`config.mk`:
```
export PLATFORM = sky130hd
export DESIGN_NAME = program_flash_row_erase
export DESIGN_NICKNAME = d
export VERILOG_FILES = /design/src/include/flash_erase_pkg.sv /design/src/hw/program_flash_row_erase.sv
export SDC_FILE = /design/constraint.sdc
export NUM_CORES = 1
export LEC_CHECK = 0
export CORE_MARGIN = 3
export CORE_UTILIZATION = 45
export CTS_CLUSTER_DIAMETER = 40
export DETAILED_ROUTE_END_ITERATION = 10
export DONT_BUFFER_PORTS = 1
export HOLD_SLACK_MARGIN = 0.05
export PLACE_DENSITY = 0.6
export SETUP_SLACK_MARGIN = 0.5
export SLEW_MARGIN = 20
export SYNTH_ARGS = -nofsm -noshare
export SYNTH_HDL_FRONTEND = slang
export SYNTH_SLANG_ARGS = --single-unit
```
`constraint.sdc`:
```
create_clock -name clk -period 4.1 [get_ports clk]
set_input_delay 0.615 -clock clk [delete_from_list [all_inputs] [get_ports clk]]
set_output_delay 0.615 -clock clk [all_outputs]
set_load 0.01 [all_outputs]
```
`src/include/flash_erase_pkg.sv`:
```
// package: constants and types for the program flash row erase sequencer
package flash_erase_pkg;
   // wishbone register byte offsets
   localparam logic [7:0] CTRL_OFFSET = 8'h00;
   localparam logic [7:0] UNLOCK_OFFSET = 8'h04;
   localparam logic [7:0] TPTR_OFFSET = 8'h08;
   localparam logic [7:0] STATUS_OFFSET = 8'h0C;
   localparam logic [7:0] MASK_OFFSET = 8'h10;
   localparam logic [7:0] PROT_OFFSET = 8'h14;
   // memory_control_one field positions
   localparam int CTRL_GO_BIT = 1;
   localparam int CTRL_WRITE_ENABLE_BIT_BIT = 2;
   localparam int CTRL_FREE_BIT = 4;
   localparam int CTRL_TARGET_LO = 6;
   localparam int CTRL_ERR_BIT = 3;
   localparam logic [1:0] TARGET_PROGRAM_STORE = 2'h2;
   // unlock key pair
   localparam logic [7:0] UNLOCK_KEY_A = 8'h55;
   localparam logic [7:0] UNLOCK_KEY_B = 8'hAA;
   // table pointer geometry
   localparam int TPTR_WIDTH = 22;
   localparam int ROW_LSB = 6;
   localparam int ROW_WORDS = 64;
   localparam int ROW_BYTES = 128;
   // status and mask bits
   localparam int IRQ_DONE_BIT = 0;
   localparam int IRQ_ERR_BIT = 1;
   // erase time
   localparam int ERASE_TIME_US = 10;
   localparam int CLK_MHZ = 200;
   localparam int ERASE_CYCLES = ERASE_TIME_US * CLK_MHZ;
   localparam logic [31:0] ZERO_WORD = 32'h0000_0000;

   typedef enum logic [1:0] {
      ST_IDLE = 2'b00,
      ST_KEYED = 2'b01,
      ST_ERASE = 2'b11
   } seq_state_t;

   typedef struct packed {
      logic [15:0] row;
      logic start;
   } erase_req_t;
endpackage : flash_erase_pkg

```
`src/hw/program_flash_row_erase.sv`:
```
// design: program flash row erase sequencer with wishbone register access
// How it works
// - erase request clears a whole row of 64 words, 128 bytes
// - row index is table pointer bits 21:6; bits 5:0 are ignored
// - no single word erase and no bulk erase from this path
// - cpu is held stalled while the erase runs
// - internal timer ends the erase, software does nothing
// - protected row: go cleared, erase skipped, error flag set
// - completion clears go, sets done flag, irq only if enabled
// - erase leaves write latches and write enable unchanged
// - erase cut short by abort sets the error flag
// - go with invalid table pointer sets the error flag
`timescale 1ns/10ps
`default_nettype none
module program_flash_row_erase #(
   parameter int ERASE_COUNT = flash_erase_pkg::ERASE_CYCLES,
   parameter logic [15:0] ROW_LIMIT = 16'h0400
) (
   input wire logic clk,
   input wire logic rstn,
   input wire logic clk_en,
   input wire logic [7:0] wb_adr_i,
   input wire logic [31:0] wb_dat_i,
   input wire logic wb_we_i,
   input wire logic [3:0] wb_sel_i,
   input wire logic wb_cyc_i,
   input wire logic wb_stb_i,
   output logic [31:0] wb_dat_o,
   output logic wb_ack_o,
   input wire logic abort_pin,
   output logic cpu_stall,
   output logic row_erase_strobe,
   output logic [15:0] row_erase_index,
   output logic irq
);
   localparam int CW = $clog2(ERASE_COUNT + 1);
   // reset values of the control, flag and protect registers, the row index output and the abort synchronizer
   localparam logic [7:0] CTRL_RESET = 8'h00;
   localparam logic [1:0] FLAG_RESET = 2'h0;
   localparam logic [15:0] PROT_RESET = 16'h0000;
   localparam logic [15:0] INDEX_RESET = 16'h0000;
   localparam logic [1:0] SYNC_RESET = 2'h0;

   logic [7:0] ctrl_reg;
   logic [7:0] ctrl_next;
   logic [flash_erase_pkg::TPTR_WIDTH-1:0] tptr_reg;
   logic [1:0] status_reg;
   logic [1:0] status_next;
   logic [1:0] mask_reg;
   logic [15:0] prot_reg;
   logic [CW-1:0] count_reg;
   flash_erase_pkg::seq_state_t state_reg;
   flash_erase_pkg::seq_state_t state_next;
   logic [1:0] abort_sync_reg;
   logic ack_reg;
   logic [31:0] rdata_reg;

   // bus decode
   wire bus_req = wb_cyc_i & wb_stb_i & ~ack_reg;
   // writes commit at the edge where the master sees ack, while the request still stands
   wire bus_wr = wb_cyc_i & wb_stb_i & ack_reg & wb_we_i & wb_sel_i[0];
   wire wr_ctrl = bus_wr & (wb_adr_i == flash_erase_pkg::CTRL_OFFSET);
   wire wr_unlock = bus_wr & (wb_adr_i == flash_erase_pkg::UNLOCK_OFFSET);
   wire wr_tptr = bus_wr & (wb_adr_i == flash_erase_pkg::TPTR_OFFSET);
   wire wr_status = bus_wr & (wb_adr_i == flash_erase_pkg::STATUS_OFFSET);
   wire wr_mask = bus_wr & (wb_adr_i == flash_erase_pkg::MASK_OFFSET);
   wire wr_prot = bus_wr & (wb_adr_i == flash_erase_pkg::PROT_OFFSET);
   wire [7:0] wdata = wb_dat_i[7:0];

   // control fields
   wire go_bit = ctrl_reg[flash_erase_pkg::CTRL_GO_BIT];
   wire write_enable_bit = ctrl_reg[flash_erase_pkg::CTRL_WRITE_ENABLE_BIT_BIT];
   wire free = ctrl_reg[flash_erase_pkg::CTRL_FREE_BIT];
   wire [1:0] target = ctrl_reg[flash_erase_pkg::CTRL_TARGET_LO +: 2];
   wire setup_ok = write_enable_bit & free & (target == flash_erase_pkg::TARGET_PROGRAM_STORE);

   // row select ignores low pointer bits
   wire [15:0] row_sel = tptr_reg[flash_erase_pkg::TPTR_WIDTH-1:flash_erase_pkg::ROW_LSB];
   wire row_invalid = (row_sel >= ROW_LIMIT);
   wire row_protected = (row_sel < prot_reg);

   // go written while keyed
   wire go_write = wr_ctrl & wdata[flash_erase_pkg::CTRL_GO_BIT];
   wire keyed = (state_reg == flash_erase_pkg::ST_KEYED);
   wire launch_try = go_write & keyed & setup_ok & ~go_bit;
   wire go_fault = launch_try & (row_invalid | row_protected);
   wire launch = launch_try & ~row_invalid & ~row_protected;
   wire abort_evt = abort_sync_reg[1] & (state_reg == flash_erase_pkg::ST_ERASE);
   wire timer_done = (state_reg == flash_erase_pkg::ST_ERASE) &
      (count_reg == CW'(ERASE_COUNT - 1));
   wire done_evt = timer_done & ~abort_evt;

   // sequence state
   always_comb begin
      state_next = state_reg;
      unique case (state_reg)
         flash_erase_pkg::ST_IDLE: begin
            if (wr_unlock && wdata == flash_erase_pkg::UNLOCK_KEY_A) begin
               state_next = flash_erase_pkg::ST_KEYED;
            end
         end
         flash_erase_pkg::ST_KEYED: begin
            if (launch) begin
               state_next = flash_erase_pkg::ST_ERASE;
            end else if (wr_unlock && wdata == flash_erase_pkg::UNLOCK_KEY_B) begin
               state_next = flash_erase_pkg::ST_KEYED;
            end else if (bus_wr) begin
               state_next = flash_erase_pkg::ST_IDLE;
            end
         end
         flash_erase_pkg::ST_ERASE: begin
            if (abort_evt || timer_done) begin
               state_next = flash_erase_pkg::ST_IDLE;
            end
         end
         default: state_next = flash_erase_pkg::ST_IDLE;
      endcase
   end

   // control register: go is hardware set and cleared, err is hardware set and software cleared, other bits software owned
   always_comb begin
      ctrl_next = ctrl_reg;
      if (wr_ctrl && state_reg != flash_erase_pkg::ST_ERASE) begin
         ctrl_next = wdata;
         ctrl_next[flash_erase_pkg::CTRL_GO_BIT] = go_bit;
         ctrl_next[flash_erase_pkg::CTRL_ERR_BIT] = ctrl_reg[flash_erase_pkg::CTRL_ERR_BIT] &
            wdata[flash_erase_pkg::CTRL_ERR_BIT];
      end
      if (launch) begin
         ctrl_next[flash_erase_pkg::CTRL_GO_BIT] = 1'b1;
      end
      if (go_fault) begin
         ctrl_next[flash_erase_pkg::CTRL_GO_BIT] = 1'b0;
      end
      if (abort_evt || done_evt) begin
         ctrl_next[flash_erase_pkg::CTRL_GO_BIT] = 1'b0;
      end
      if (go_fault || abort_evt) begin
         ctrl_next[flash_erase_pkg::CTRL_ERR_BIT] = 1'b1;
      end
   end

   // sticky status, write one to clear, set wins
   always_comb begin
      status_next = status_reg;
      if (wr_status) begin
         status_next = status_reg & ~wdata[1:0];
      end
      if (done_evt) begin
         status_next[flash_erase_pkg::IRQ_DONE_BIT] = 1'b1;
      end
      if (go_fault || abort_evt) begin
         status_next[flash_erase_pkg::IRQ_ERR_BIT] = 1'b1;
      end
   end

   // read mux
   logic [31:0] rdata_next;
   always_comb begin
      rdata_next = flash_erase_pkg::ZERO_WORD;
      unique case (wb_adr_i)
         flash_erase_pkg::CTRL_OFFSET: rdata_next[7:0] = ctrl_reg;
         flash_erase_pkg::UNLOCK_OFFSET: rdata_next[1:0] = state_reg;
         flash_erase_pkg::TPTR_OFFSET: rdata_next[flash_erase_pkg::TPTR_WIDTH-1:0] = tptr_reg;
         flash_erase_pkg::STATUS_OFFSET: rdata_next[1:0] = status_reg;
         flash_erase_pkg::MASK_OFFSET: rdata_next[1:0] = mask_reg;
         flash_erase_pkg::PROT_OFFSET: rdata_next[15:0] = prot_reg;
         default: rdata_next = flash_erase_pkg::ZERO_WORD;
      endcase
   end

   // table pointer write uses byte lanes, locked during erase
   logic [flash_erase_pkg::TPTR_WIDTH-1:0] tptr_next;
   always_comb begin
      tptr_next = tptr_reg;
      if (wr_tptr && state_reg != flash_erase_pkg::ST_ERASE) begin
         tptr_next[7:0] = wb_dat_i[7:0];
         if (wb_sel_i[1]) begin
            tptr_next[15:8] = wb_dat_i[15:8];
         end
         if (wb_sel_i[2]) begin
            tptr_next[21:16] = wb_dat_i[21:16];
         end
      end
   end

   // two flops tame the asynchronous abort pin; only the second one is read
   always_ff @(posedge clk or negedge rstn) begin
      if (!rstn) begin
         abort_sync_reg <= SYNC_RESET;
      end else if (clk_en) begin
         abort_sync_reg <= {abort_sync_reg[0], abort_pin};
      end
   end

   always_ff @(posedge clk or negedge rstn) begin
      if (!rstn) begin
         state_reg <= flash_erase_pkg::ST_IDLE;
      end else if (clk_en) begin
         state_reg <= state_next;
      end
   end

   always_ff @(posedge clk or negedge rstn) begin
      if (!rstn) begin
         ctrl_reg <= CTRL_RESET;
      end else if (clk_en) begin
         ctrl_reg <= ctrl_next;
      end
   end

   always_ff @(posedge clk or negedge rstn) begin
      if (!rstn) begin
         status_reg <= FLAG_RESET;
      end else if (clk_en) begin
         status_reg <= status_next;
      end
   end

   always_ff @(posedge clk or negedge rstn) begin
      if (!rstn) begin
         tptr_reg <= '0;
      end else if (clk_en) begin
         tptr_reg <= tptr_next;
      end
   end

   always_ff @(posedge clk or negedge rstn) begin
      if (!rstn) begin
         mask_reg <= FLAG_RESET;
      end else if (clk_en) begin
         if (wr_mask) begin
            mask_reg <= wdata[1:0];
         end
      end
   end

   always_ff @(posedge clk or negedge rstn) begin
      if (!rstn) begin
         prot_reg <= PROT_RESET;
      end else if (clk_en) begin
         if (wr_prot && wb_sel_i[1]) begin
            prot_reg <= wb_dat_i[15:0];
         end
      end
   end

   // erase timer
   always_ff @(posedge clk or negedge rstn) begin
      if (!rstn) begin
         count_reg <= '0;
      end else if (clk_en) begin
         if (state_reg == flash_erase_pkg::ST_ERASE) begin
            count_reg <= count_reg + CW'(1);
         end else begin
            count_reg <= '0;
         end
      end
   end

   // bus reply: ack pulse and read data
   always_ff @(posedge clk or negedge rstn) begin
      if (!rstn) begin
         ack_reg <= 1'b0;
         rdata_reg <= flash_erase_pkg::ZERO_WORD;
      end else if (clk_en) begin
         ack_reg <= bus_req;
         rdata_reg <= rdata_next;
      end
   end

   // cpu held while the erase runs
   always_ff @(posedge clk or negedge rstn) begin
      if (!rstn) begin
         cpu_stall <= 1'b0;
      end else if (clk_en) begin
         cpu_stall <= (state_next == flash_erase_pkg::ST_ERASE);
      end
   end

   // erase strobe at timer end, row index captured at launch
   always_ff @(posedge clk or negedge rstn) begin
      if (!rstn) begin
         row_erase_strobe <= 1'b0;
         row_erase_index <= INDEX_RESET;
      end else if (clk_en) begin
         row_erase_strobe <= done_evt;
         if (launch) begin
            row_erase_index <= row_sel;
         end
      end
   end

   // level interrupt from status and mask
   always_ff @(posedge clk or negedge rstn) begin
      if (!rstn) begin
         irq <= 1'b0;
      end else if (clk_en) begin
         irq <= |(status_next & mask_reg);
      end
   end

   assign wb_ack_o = ack_reg;
   assign wb_dat_o = rdata_reg;
endmodule : program_flash_row_erase
`default_nettype wire

```
Word level (Yosys, flattened, before mapping) --
Index checks and enable logic that the tools add are counted.
Operators by class: add/subtract/negate cells 1, $lt $le $gt $ge 2, bitwise gates (word level) 33, muxes and demuxes 19, reductions and logical operators 22, equal/unequal tests 13
Operators with widths (number):
- $and A1 B1 Y1 | 24
- $pmux W6 S3 | 1
- $eq A8 B4 Y1 const B | 2
- $eq A8 B5 Y1 const B | 2
- $ge A16 B11 Y1 const B | 1
- $lt A16 B16 Y1 | 1
- $pmux W8 S2 | 1
- $reduce_and A2 Y1 | 7
- $mux W2 | 6
- $pmux W2 S6 | 1
- $add A11 B1 Y11 const B | 1
- $eq A11 B11 Y1 const B | 1
- $mux W11 | 1
- $eq A8 B3 Y1 const B | 1
- $eq A8 B7 Y1 const B | 1
- $eq A8 B8 Y1 const B | 1
- $logic_not A8 Y1 | 1
- $eq A2 B2 Y1 const B | 3
- $mux W1 | 6
- $mux W6 | 1
- $pmux W2 S3 | 1
- $reduce_and A3 Y1 | 2
- $logic_and A1 B1 Y1 | 5
- $not A1 Y1 | 5
- other kinds (11) | 14
Word-level totals: output and inout bits 52, register bits 107, logic and storage cells 108

Logic depth before layout (Yosys ltp) --
Gate-level depths: netlist of the first run.
word-level depth 14, depth in mapped cells 9, mapped depth without buffers 8

Worst setup path before layout of the first run --
No wires, ideal clock.
path kind input port to flip-flop, start point input port wb_adr_i[7], end point register irq, library setup time 0.135 ns, stages 6, data arrival time 2.295 ns, slack 1.670 ns, path through or4_4 buf_6 or4_4 a221oi_2 a21boi_2 o221ai_2
Between the ends: longest elaborated chain between the ends 11, elaborated cells on any way between the ends 15
RTL lines:
- from (decl) | line program_flash_row_erase.sv:22 | input wire logic [7:0] wb_adr_i,
- $logic_not A8 Y1 | line program_flash_row_erase.sv:62 | wire wr_ctrl = bus_wr & (wb_adr_i == flash_erase_pkg::CTRL_OFFSET);
- $and A1 B1 Y1 | line program_flash_row_erase.sv:62
- $and A1 B1 Y1 | line program_flash_row_erase.sv:83 | wire go_write = wr_ctrl & wdata[flash_erase_pkg::CTRL_GO_BIT];
- $and A1 B1 Y1 (3 in series) | line program_flash_row_erase.sv:85 | wire launch_try = go_write & keyed & setup_ok & ~go_bit;
- $and A1 B1 Y1 | line program_flash_row_erase.sv:86 | wire go_fault = launch_try & (row_invalid | row_protected);
- $logic_or A1 B1 Y1 | line program_flash_row_erase.sv:152 | if (go_fault || abort_evt) begin
- $mux W1 | line program_flash_row_erase.sv:152
- $and A2 B2 Y2 (*) | line program_flash_row_erase.sv:299 | irq <= |(status_next & mask_reg);
- $reduce_or A2 Y1 (*) | line program_flash_row_erase.sv:299
- to (signal assigned) | line program_flash_row_erase.sv:299
- to (decl) | line program_flash_row_erase.sv:34 | output logic irq
Mark *: on every way between the ends. The rest lies on a longest branch, timed or not. A chain may end at the register's enable or synchronous reset.

Worst setup path after layout of the first run --
start point input port wb_adr_i[7], end point register tptr_reg[9] in the netlist's numbering
Between the ends: longest elaborated chain between the ends 4
RTL lines:
- $eq A8 B4 Y1 | line program_flash_row_erase.sv:64 | wire wr_tptr = bus_wr & (wb_adr_i == flash_erase_pkg::TPTR_OFFSET);
- $and A1 B1 Y1 | line program_flash_row_erase.sv:64
- $logic_and A1 B1 Y1 | line program_flash_row_erase.sv:176 | if (wr_tptr && state_reg != flash_erase_pkg::ST_ERASE) begin
- $reduce_and A3 Y1 (no line)
- to (signal assigned) | line program_flash_row_erase.sv:224 | tptr_reg <= tptr_next;
- to (decl) | line program_flash_row_erase.sv:46 | logic [flash_erase_pkg::TPTR_WIDTH-1:0] tptr_reg;
No other way between the ends.

==> reports/results.md, run 1 <==
| Metric | This run | Unit |
|---|---|---|
| Class of the most critical setup path | input pin to register | - |
| EDFF count, synth | 0 | - |
| Power per unit of standard cell area | 354 | nW/um^2 |
| Worst slew margin relative to its limit | 0.560 | - |
| Critical path cell sequence | or4_4, nor3_2, buf_4, and3_1, nand2_2, mux2_2 | - |
| Result of the run | finished, final reports clean | - |
| Number of clock sinks seen by CTS | 107 | - |
| Number of max-cap violations | 0 | - |
| Share of Yosys cell area claimed by the top area cell type | 0.517 | - |
| Weighted congestion at the end of routability-driven global placement | 0.816 | - |
| Initial DRC count | 198 | - |
| Worst-case clock buffer depth | 2 | - |
| Count of distinct cell types in the synthesized netlist | 58 | - |
| GRT Resource Usage Total | 0.185 | - |
| CP max-delay cell | sky130_fd_sc_hd__or4_4 | - |
| Clock latency on the worst-skew pair | 0.35 | ns |
| Part of the Yosys area used for sequential elements | 0.517 | - |
| Die extent in y | 113 | um |
| Static leakage | 2.53 | nW |
| Number of pins with negative max-slew slack in the final report | 0 | - |
| Crit path launch type | input pin | - |
| Top cells by area in the synthesized netlist | sky130_fd_sc_hd__dfrtp_1 52%, sky130_fd_sc_hd__mux2_2 13%, sky130_fd_sc_hd__ha_1 3.9% | - |
| Register-to-register setup slack | 1.59 | ns |
| Flip-flop and latch count after synthesis | 107 | - |
| Ranking of synthesized cells by instance count | 107 x sky130_fd_sc_hd__dfrtp_1, 58 x sky130_fd_sc_hd__mux2_2, 36 x sky130_fd_sc_hd__inv_1 | - |
| Cell at the root of the clock tree | sky130_fd_sc_hd__clkbuf_16 | - |
| Vias in the first global route | 3484 | - |
| Top-count cell post-synth | sky130_fd_sc_hd__dfrtp_1 | - |
| End point of the critical path | tptr_reg[9] | - |
| Total number of vias | 3436 | - |
| Maximum number of pins on one net before global-route repair | 108 | - |
| Width of the die | 113 | um |
| Global-route wire length before repair | 18.4 | mm |
| Post-synth design cell area | 5180 | um^2 |
| Fraction of layout cells with a size suffix above 1 | 0.196 | - |
| Setup repair after global routing missed its margin | false | - |
| Port Buf Inserts | 0 | - |
| Worst min-delay path category | input pin to asynchronous set/reset pin | - |
| Clock period minus worst slack | 2.60 | ns |
| Synth Warn # | 0 | - |
| NumNets Final | 527 | - |
| Asr flop ratio synth | 1.00 | - |
| Required time at the worst-slack endpoint | 4.34 | ns |
| Worst Path Arrival | 2.83 | ns |
| Setup tns final | 0 | ns |
| Least-Margin Pin Slew | 0.656 | ns |
| Clock transition at the register clock pins on the worst setup and hold paths after CTS | 0.07 | ns |
| Remaining routing DRC violations | 0 | - |
| Share of the clock period used by the worst path after layout | 0.633 | - |
| Detail-routed via count per cell | 5.68 | - |
| Final Routed Wirelength | 11.3 | mm |
| Antenna diode instance count | 0 | - |
| CTS tree | done | - |
| Hold Fails Final Rpt | 0 | - |
| Yosys top cell by area | sky130_fd_sc_hd__dfrtp_1 | - |
| Mean cell area of the mapped netlist | 11.1 | um^2 |
| CORE AREA | 11000 | um^2 |
| Number of buffers inserted during clock tree synthesis | 9 | - |
| Remaining antenna violation count after routing | 0 | - |
| Ports placed on the boundary | 103 | - |
| WP buf/inv | 1 | - |
| Total global routing overflow | 0 | - |
| Number of antenna violations at the first check in global routing | 0 | - |
| Family of cells with the greatest summed delay on the critical path | simple AND/OR/NAND/NOR gates | - |
| Highest fanout seen on the critical path | 22 | - |
| Number of cells on the worst reg-to-reg path | 6 | - |
| H-tree levels | 3 | - |
| Upper clock frequency limit | 385 | MHz |
| HPWL reported at the end of detailed placement | 7.95 | mm |
| Capturing point of the worst reg2reg path | row_erase_index[0] | - |
| Number of rows created at floorplan | 38 | - |
| Post-Route Utilization | 0.501 | - |
| Reg-to-reg critical path startpoint | tptr_reg[7] | - |
| Number of fillers in the final layout | 1006 | - |
| Flip-flop cell with the highest count after synthesis | sky130_fd_sc_hd__dfrtp_1 | - |
| Area growth from synthesis to final layout | 6.74 | % |
| WL/cell | 18.7 | um |
| Critical Path Max Stage Delay | 0.58 | ns |
| Max Clock Skew | 0.00693 | ns |
| Final Setup Violations | 0 | - |
| Launching element of the worst setup path | wb_adr_i[7] | - |
| Number of gates on the worst path with buffers counted | 6 | - |
| Post-synthesis instance total | 468 | - |
| Initial core utilization | 0.470 | - |
| Worst-case vdd ir drop | 195 | uV |
| First drt pass iteration count | 7 | - |
| Sort of element at the end of the critical path | register | - |
| Area of the die | 12800 | um^2 |
## routing by layer
| metal | wire, um | part of all wire | GRT usage |
|---|---|---|---|
| met2 | 5340 | 0.47 | 0.280 |
| met5 | 0 | 0 | 0 |
| met3 | 886 | 0.078 | 0.0610 |
| met1 | 4940 | 0.44 | 0.250 |
| met4 | 149 | 0.013 | 0.0673 |
## logic make-up after synthesis
| logic type | Yosys count | synth area share |
|---|---|---|
| flops | 107 | 0.517 |
| buf+inv | 67 | 0.0601 |
| xor+xnor | 6 | 0.0101 |
| fa+ha+maj | 16 | 0.0386 |
| mux | 60 | 0.130 |
| other cells | 1 | 0.000724 |
| compound gates | 77 | 0.0990 |
| simple gates | 134 | 0.145 |
## area by class of cell
cell class	count	area (um^2)	area share
clock buffer	14	264	0.0477
timing repair buffer	3	42.5	0.00769
multi-input combinational	303	2230	0.402
sequential	107	2680	0.484
clock inverter	2	10.0	0.00181
tap	140	175	0.0317
inverter	36	135	0.0244
## worst min path at each step
stage               from                 to  slack, ns  depth (start not counted)
floorplan           rstn  abort_sync_reg[0]       0.32                          0
global placement    rstn   row_erase_strobe       0.32                          0
detailed placement  rstn       count_reg[7]       0.33                          0
CTS                 rstn       count_reg[1]       0.22                          1
global route        rstn       count_reg[0]       0.24                          1
finish              rstn        ctrl_reg[3]       0.20                          1
## what timing repair did
action | 4_1_cts | 5_1_grt
setup buffers | 0 | 0
endpoints found under the setup margin | 0 | 0
endpoints found under the hold margin | 107 | 0
resized for setup | 0 | 0
hold buffers | 1 | 0
## power by group
| part | leakage (nW) | total [mW] | switching [mW] | internal [mW] |
|---|---|---|---|---|
| Sequential | 1.46 | 1.08 | 0.0157 | 1.07 |
| Clock | 0.137 | 0.815 | 0.371 | 0.444 |
| Combinational | 0.928 | 0.0606 | 0.0398 | 0.0208 |
| Total | 2.53 | 1.96 | 0.426 | 1.53 |
## cell usage in the layout (no fill, tap or decap), types with 6 or more instances in the layout
cell	n
sky130_fd_sc_hd__nand3_1	19
sky130_fd_sc_hd__nand2_1	27
sky130_fd_sc_hd__a222oi_1	6
sky130_fd_sc_hd__and2_1	8
sky130_fd_sc_hd__clkbuf_16	9
sky130_fd_sc_hd__ha_1	16
sky130_fd_sc_hd__inv_1	36
sky130_fd_sc_hd__and3_1	6
sky130_fd_sc_hd__nand4_1	9
sky130_fd_sc_hd__mux2_2	58
sky130_fd_sc_hd__dfrtp_1	107
sky130_fd_sc_hd__o22ai_1	7
sky130_fd_sc_hd__a22oi_1	8
sky130_fd_sc_hd__conb_1	10
sky130_fd_sc_hd__a21oi_1	20
sky130_fd_sc_hd__o21ai_0	19
sky130_fd_sc_hd__nor2_1	30
## metrics by stage
step | hold slack [ns] | setup slack, ns | cell area (um^2) | std cells | total power [mW]
3_3_place_gp | 0.323 | 1.10 | 5230 | 588 | 1.14
6_report | 0.200 | 1.50 | 5530 | 605 | 1.96
3_5_place_dp | 0.326 | 1.14 | 5230 | 588 | 1.14
2_1_floorplan | 0.319 | 1.67 | 5220 | 477 | 1.15
5_1_grt | 0.243 | 1.38 | 5530 | 605 | 2.04
4_1_cts | 0.225 | 1.49 | 5530 | 605 | 1.99
Note: power is estimated with default switching activity, not from simulation.
==> inputs of run 2 (changes only) <==
--- a/config.mk
+++ b/config.mk
@@ -11,7 +11,7 @@
 export DETAILED_ROUTE_END_ITERATION = 10
 export DONT_BUFFER_PORTS = 1
 export HOLD_SLACK_MARGIN = 0.05
-export PLACE_DENSITY = 0.6
+export PLACE_DENSITY = 0.62
 export SETUP_SLACK_MARGIN = 0.5
 export SLEW_MARGIN = 20
 export SYNTH_ARGS = -nofsm -noshare
==> constraint.sdc (replaced) <==
create_clock -name clk -period 2.34 [get_ports clk]
set_input_delay 0.351 -clock clk [delete_from_list [all_inputs] [get_ports clk]]
set_output_delay 0.351 -clock clk [all_outputs]
set_load 0.01 [all_outputs]
==> run 2 against run 1 <==
Effect of this change: the flow now finishes with violations (hold timing); global-route usage is 1.1 points higher; sequential share of layout area is 4.5 points lower; non-clock buffer count is 34 higher; sequential power is 76% higher; setup slack worse by 1.3 ns; clock skew is 0.0042 ns higher; critical path depth is 2 higher; count of clock-buffer cells in the layout is 2 lower; combinational power is 30% higher; worst hold slack worse by 0.51 ns; cell area is 10% higher; critical endpoint is now row_erase_index[1]; largest cell class unchanged; highest routed layer unchanged.
==> reports/results.md, run 2 (synthesis results as in run 1) <==
| Metric | This run | Unit | Delta |
|---|---|---|---|
| Max Clock Skew | 0.0112 | ns | +0.00424 ns |
| Worst slew margin relative to its limit | 0.668 | - | +0.108 |
| Critical path cell sequence | inv_1, ha_1, a2111o_1, a311oi_2, o21ai_2, nand4_4, buf_12, mux2_4 | - |  |
| Width of the die | 113 | um | unchanged |
| Initial core utilization | 0.470 | - | unchanged |
| Top library cells by usage in the layout, fill and taps aside | 106 x sky130_fd_sc_hd__dfrtp_1, 34 x sky130_fd_sc_hd__mux2_2, 33 x sky130_fd_sc_hd__inv_1 | - |  |
| Area growth from synthesis to final layout | 17.8 | % |  |
| Crit path launch type | register | - |  |
| First drt pass iteration count | 5 | - | -2 |
| Required time at the worst-slack endpoint | 2.57 | ns | -1.77 ns |
| Detail-routed via count per cell | 5.59 | - | -1.6% |
| Violated checks | hold timing | - |  |
| Total global routing overflow | 0 | - | unchanged |
| Upper clock frequency limit | 460 | MHz |  |
| Die extent in y | 113 | um | unchanged |
| Post-Route Utilization | 0.553 | - | +0.0520 |
| Vias in the first global route | 3755 | - | +7.8% |
| CP max-delay cell | sky130_fd_sc_hd__a2111o_1 | - |  |
| Static leakage | 2.79 | nW | +10% |
| Hold Fails Final Rpt | 107 | - | +107 |
| Number of fillers in the final layout | 965 | - | -4.1% |
| H-tree levels | 3 | - | unchanged |
| Global-route wire length before repair | 19.9 | mm | +7.7% |
| Maximum number of pins on one net before global-route repair | 108 | - | unchanged |
| Number of pins with negative max-slew slack in the final report | 0 | - | unchanged |
| Number of antenna violations at the first check in global routing | 0 | - | unchanged |
| Final Routed Wirelength | 12.0 | mm | +5.9% |
| Worst hold slack | -0.306 | ns | -0.505 ns |
| Number of clock sinks seen by CTS | 107 | - | unchanged |
| Register-to-register setup slack | 0.17 | ns | -1.42 ns |
| Total number of vias | 3577 | - | +4.1% |
| Remaining routing DRC violations | 0 | - | unchanged |
| Port Buf Inserts | 0 | - | unchanged |
| Family of cells with the greatest summed delay on the critical path | compound AO/OA/AOI/OAI gates | - |  |
| Result of the run | finished, violations left | - |  |
| Worst-case clock buffer depth | 2 | - | unchanged |
| Most common library cell in the layout ignoring fill and taps | sky130_fd_sc_hd__dfrtp_1 | - |  |
| WL/cell | 18.7 | um | +0.10% |
| CTS tree | done | - |  |
| Remaining antenna violation count after routing | 0 | - | unchanged |
| Clock latency on the worst-skew pair | 0.35 | ns | about the same |
| Final WS setup | 0.168 | ns | -1.33 ns |
| Clock transition at the register clock pins on the worst setup and hold paths after CTS | 0.07 | ns | about the same |
| Cell at the root of the clock tree | sky130_fd_sc_hd__clkbuf_16 | - |  |
| Weighted congestion at the end of routability-driven global placement | 0.838 | - | +2.7% |
| WP buf/inv | 2 | - | +1 |
| Number of buffers inserted during clock tree synthesis | 9 | - | unchanged |
| Initial DRC count | 171 | - | -14% |
| Worst-case vdd ir drop | 338 | uV | +73% |
| Share of the clock period used by the worst path after layout | 0.928 | - |  |
| Least-Margin Pin Slew | 0.494 | ns | -0.162 ns |
| Power per unit of standard cell area | 557 | nW/um^2 | +57% |
| Highest fanout seen on the critical path | 8 | - | -64% |
| Worst Path Arrival | 2.40 | ns | -0.43 ns |
| Number of max-cap violations | 0 | - | unchanged |
| Pre-CTS WS | 0.0827 | ns | -1.06 ns |
| Number of rows created at floorplan | 38 | - | unchanged |
| CORE AREA | 11000 | um^2 | unchanged |
| NumNets Final | 561 | - | +6.5% |
| Worst min-delay path category | input pin to asynchronous set/reset pin | - |  |
| Final Setup Violations | 0 | - | unchanged |
| Setup repair after global routing missed its margin | true | - |  |
| HPWL reported at the end of detailed placement | 8.21 | mm | +3.3% |
| Sort of element at the end of the critical path | register | - |  |
| GRT Resource Usage Total | 0.197 | - | +0.0114 |
| Class of the most critical setup path | register to register | - |  |
| Critical Path Max Stage Delay | 0.39 | ns | -0.19 ns |
| Fraction of layout cells with a size suffix above 1 | 0.301 | - | +0.105 |
| Clock period minus worst slack | 2.17 | ns |  |
| Ports placed on the boundary | 103 | - | unchanged |
| Setup tns final | 0 | ns | unchanged |
| Area of the die | 12800 | um^2 | unchanged |
[run 2: per-stage QoR]
stage	cell area, um^2	cells	total power, mW
floorplan	5350	477	2.02
global placement	5460	602	2.00
detailed placement	5460	602	2.00
CTS	5930	626	3.43
global route	6100	639	3.52
finish	6100	640	3.40
[run 2: area by class of cell]
type / count / area, um^2 / area share
clock inverter: 4 / 26.3 / 0.00431
multi-input combinational: 303 / 2490 / 0.407
antenna: 1 / 2.50 / 0.000410
clock buffer: 12 / 246 / 0.0404
timing repair buffer: 37 / 350 / 0.0574
inverter: 36 / 138 / 0.0226
tap: 140 / 175 / 0.0287
sequential: 107 / 2680 / 0.439
[run 2: path summary, 6_finish.rpt]
path	cells past startpoint	end	startpoint
max	8	row_erase_index[1]	prot_reg[1]
min	0	mask_reg[1]	rstn
max reg2reg	8	row_erase_index[1]	prot_reg[1]
min reg2reg	2	status_reg[0]	status_reg[0]
max in group asynchronous	0	prot_reg[6]	rstn
min in group clk	1	wb_dat_o[12]	clk_en
[run 2: power by group]
group | leakage (nW) | switching (mW) | total, mW | internal (mW)
registers | 1.46 | 0.0253 | 1.90 | 1.87
logic | 1.19 | 0.0404 | 0.0785 | 0.0381
clock network | 0.133 | 0.673 | 1.42 | 0.751
total | 2.79 | 0.739 | 3.40 | 2.66
[run 2: layer usage]
layer / wire [um] / global-route usage / share of wire
met3: 808 / 0.0439 / 0.067
met2: 5710 / 0.309 / 0.48
met1: 5320 / 0.266 / 0.44
met5: 0 / 0 / 0
met4: 148 / 0.0769 / 0.012
[run 2: what timing repair did]
item                       in CTS  in global routing
pin swaps                      12                 10
hold endpoints to repair      107                107
setup buffers                   7                 13
setup endpoints to repair      45                 61
gates cloned                    1                  0
gates resized for setup        28                 17
==> inputs of run 3 (changes only) <==
--- a/config.mk
+++ b/config.mk
@@ -5,6 +5,7 @@
 export SDC_FILE = /design/constraint.sdc
 export NUM_CORES = 1
 export LEC_CHECK = 0
+export CORE_ASPECT_RATIO = 0.75
 export CORE_MARGIN = 3
 export CORE_UTILIZATION = 45
 export CTS_CLUSTER_DIAMETER = 40
==> run 3 against run 2 <==
Effect of this change: the flow still finishes with violations (hold timing); register-to-register slack worse by 0.03 ns; via count up 0.75%; die area up 0.11%; cell area down 1.7%; combinational power down 0.8%; non-clock buffer count down 2; core utilization down 1.1 points; largest cell class unchanged; highest routed layer unchanged.
==> reports/results.md, run 3 (synthesis results as in run 1) <==
| Metric | This run | Unit | Delta |
|---|---|---|---|
| Top library cells by usage in the layout, fill and taps aside | 107 x sky130_fd_sc_hd__dfrtp_1, 45 x sky130_fd_sc_hd__mux2_2, 33 x sky130_fd_sc_hd__inv_1 | - |  |
| Number of pins with negative max-slew slack in the final report | 0 | - | unchanged |
| WP buf/inv | 1 | - | -1 |
| Weighted congestion at the end of routability-driven global placement | 0.883 | - | +5.4% |
| Area of the die | 12900 | um^2 | +0.11% |
| H-tree levels | 3 | - | unchanged |
| GRT Resource Usage Total | 0.199 | - | +0.00248 |
| Initial DRC count | 270 | - | +58% |
| CTS tree | done | - |  |
| Width of the die | 130 | um | +15% |
| Critical Path Max Stage Delay | 0.40 | ns | about the same |
| Number of buffers inserted during clock tree synthesis | 9 | - | unchanged |
| Post-Route Utilization | 0.542 | - | -0.0114 |
| Register-to-register setup slack | 0.14 | ns | -0.03 ns |
| Maximum number of pins on one net before global-route repair | 108 | - | unchanged |
| Capturing point of the worst reg2reg path | row_erase_index[1] | - |  |
| HPWL reported at the end of detailed placement | 8.55 | mm | +4.1% |
| Setup tns final | 0 | ns | unchanged |
| Port Buf Inserts | 0 | - | unchanged |
| Worst min-delay path category | input pin to asynchronous set/reset pin | - |  |
| Family of cells with the greatest summed delay on the critical path | compound AO/OA/AOI/OAI gates | - |  |
| Highest fanout seen on the critical path | 12 | - | +4 |
| Hold Fails Final Rpt | 107 | - | unchanged |
| Cell at the root of the clock tree | sky130_fd_sc_hd__clkbuf_16 | - |  |
| First drt pass iteration count | 4 | - | -1 |
| Sort of element at the end of the critical path | register | - |  |
| Register cell area after layout | 2680 | um^2 | about the same |
| Least-Margin Pin Slew | 0.550 | ns | +0.0566 ns |
| WL/cell | 19.3 | um | +3.2% |
| Area growth from synthesis to final layout | 15.7 | % |  |
| Ports placed on the boundary | 103 | - | unchanged |
| Number of antenna violations at the first check in global routing | 0 | - | unchanged |
| Number of cells on the worst reg-to-reg path | 7 | - | -1 |
| Worst-case clock buffer depth | 2 | - | unchanged |
| Global-route wire length before repair | 20.0 | mm | +0.69% |
| Result of the run | finished, violations left | - |  |
| Most common library cell in the layout ignoring fill and taps | sky130_fd_sc_hd__dfrtp_1 | - |  |
| Violated checks | hold timing | - |  |
| Clock transition at the register clock pins on the worst setup and hold paths after CTS | 0.07 | ns | about the same |
| Reg-to-reg critical path startpoint | tptr_reg[7] | - |  |
| Worst Path Arrival | 2.43 | ns | +0.03 ns |
| Final Routed Wirelength | 12.3 | mm | +2.7% |
| Clock latency on the worst-skew pair | 0.35 | ns | about the same |
| Crit path launch type | register | - |  |
| Required time at the worst-slack endpoint | 2.57 | ns | about the same |
| Total global routing overflow | 0 | - | unchanged |
| Worst slew margin relative to its limit | 0.631 | - | -0.0377 |
| Upper clock frequency limit | 454 | MHz | -1.3% |
| Total number of vias | 3604 | - | +0.75% |
| Remaining routing DRC violations | 0 | - | unchanged |
| Clock period minus worst slack | 2.20 | ns | +0.0295 ns |
| Antenna diode instance count | 0 | - | -1 |
| CORE AREA | 11100 | um^2 | +0.32% |
| Detail-routed via count per cell | 5.66 | - | +1.2% |
| Class of the most critical setup path | register to register | - |  |
| Worst-case vdd ir drop | 472 | uV | +39% |
| Final Setup Violations | 0 | - | unchanged |
| Fraction of layout cells with a size suffix above 1 | 0.280 | - | -0.0209 |
| Power per unit of standard cell area | 580 | nW/um^2 | +4.1% |
| CP max-delay cell | sky130_fd_sc_hd__a2111o_1 | - |  |
| Vias in the first global route | 3671 | - | -2.2% |
| Number of fillers in the final layout | 983 | - | +1.9% |
| Number of rows created at floorplan | 33 | - | -13% |
| Number of clock sinks seen by CTS | 107 | - | unchanged |
| Remaining antenna violation count after routing | 0 | - | unchanged |
| Share of the clock period used by the worst path after layout | 0.941 | - | +0.0126 |
| Setup repair after global routing missed its margin | true | - |  |
| Multi-input combinational cell area | 2420 | um^2 | -2.6% |
| NumNets Final | 559 | - | -0.36% |
| Number of max-cap violations | 0 | - | unchanged |
| Max Clock Skew | 0.00935 | ns | -0.00182 ns |
| Critical path cell sequence | ha_1, a2111o_1, a311oi_2, o21ai_2, nand4_4, buf_12, mux2_2 | - |  |
| Die extent in y | 98.9 | um | -13% |
| Worst hold slack | -0.301 | ns | +0.00498 ns |
| Initial core utilization | 0.468 | - | -0.00149 |
| Static leakage | 2.74 | nW | -1.6% |
## run 3: cell types whose count changed in the layout (fill, tap and decap cells not counted), sizes merged
cell and delta:
buf -2, bufinv +1, clkbuf +2, clkinv -2, clkinvlp -1, diode -1
## run 3: layer usage
layer	part of all wire	up-vias	GRT usage
met5	0	-	0
met2	0.46	81	0.307
met1	0.48	1816	0.281
met4	0.0094	0	0.0423
li1	-	1696	-
met3	0.056	11	0.0580
## run 3: report_power, final
part / switching [mW] / internal [mW] / total (mW)
Clock: 0.640 / 0.860 / 1.50
Sequential: 0.0278 / 1.87 / 1.90
Combinational: 0.0390 / 0.0389 / 0.0779
Total: 0.707 / 2.77 / 3.48
## run 3: how the worst max path moves through the flow
stage,start,endpoint,depth (start not counted)
3_5_place_dp,prot_reg[5],row_erase_index[1],8
2_1_floorplan,tptr_reg[7],row_erase_index[8],7
4_1_cts,tptr_reg[7],row_erase_index[1],7
3_3_place_gp,prot_reg[5],row_erase_index[6],8
6_report,tptr_reg[7],row_erase_index[1],7
5_1_grt,tptr_reg[7],row_erase_index[9],7
## run 3: worst reg2reg max path, stage by stage, from the launching register on
cell                       delay, ns
sky130_fd_sc_hd__dfrtp_1        0.38
sky130_fd_sc_hd__ha_1           0.29
sky130_fd_sc_hd__a2111o_1       0.40
sky130_fd_sc_hd__a311oi_2       0.29
sky130_fd_sc_hd__o21ai_2        0.13
sky130_fd_sc_hd__nand4_4        0.09
sky130_fd_sc_hd__buf_12         0.15
sky130_fd_sc_hd__mux2_2         0.36
## run 3: cell type report
type                       count  area share
clock buffer                  14      0.0424
clock inverter                 2     0.00584
tap                          140      0.0292
inverter                      36      0.0230
sequential                   107       0.446
timing repair buffer          35      0.0492
multi-input combinational    303       0.404
## run 3: through the flow
step / area [um^2] / worst slack, ns / hold WS, ns / total power, mW / cells
final: 6000 / 0.139 / -0.301 / 3.48 / 637
after global routing: 6000 / 0.0555 / -0.321 / 3.59 / 637
after CTS: 5930 / 0.131 / -0.314 / 3.50 / 633
after detailed placement: 5520 / 0.0702 / 0.0597 / 2.00 / 612
after global placement: 5520 / 0.0949 / 0.0588 / 2.00 / 612
after floorplan: 5350 / 0.212 / 0.0554 / 2.02 / 477
## run 3: timing repair
action,4_1_cts,5_1_grt
hold endpoints to repair,107,107
pin swaps,8,4
gates resized for setup,15,5
setup endpoints to repair,53,53
setup buffers,5,4
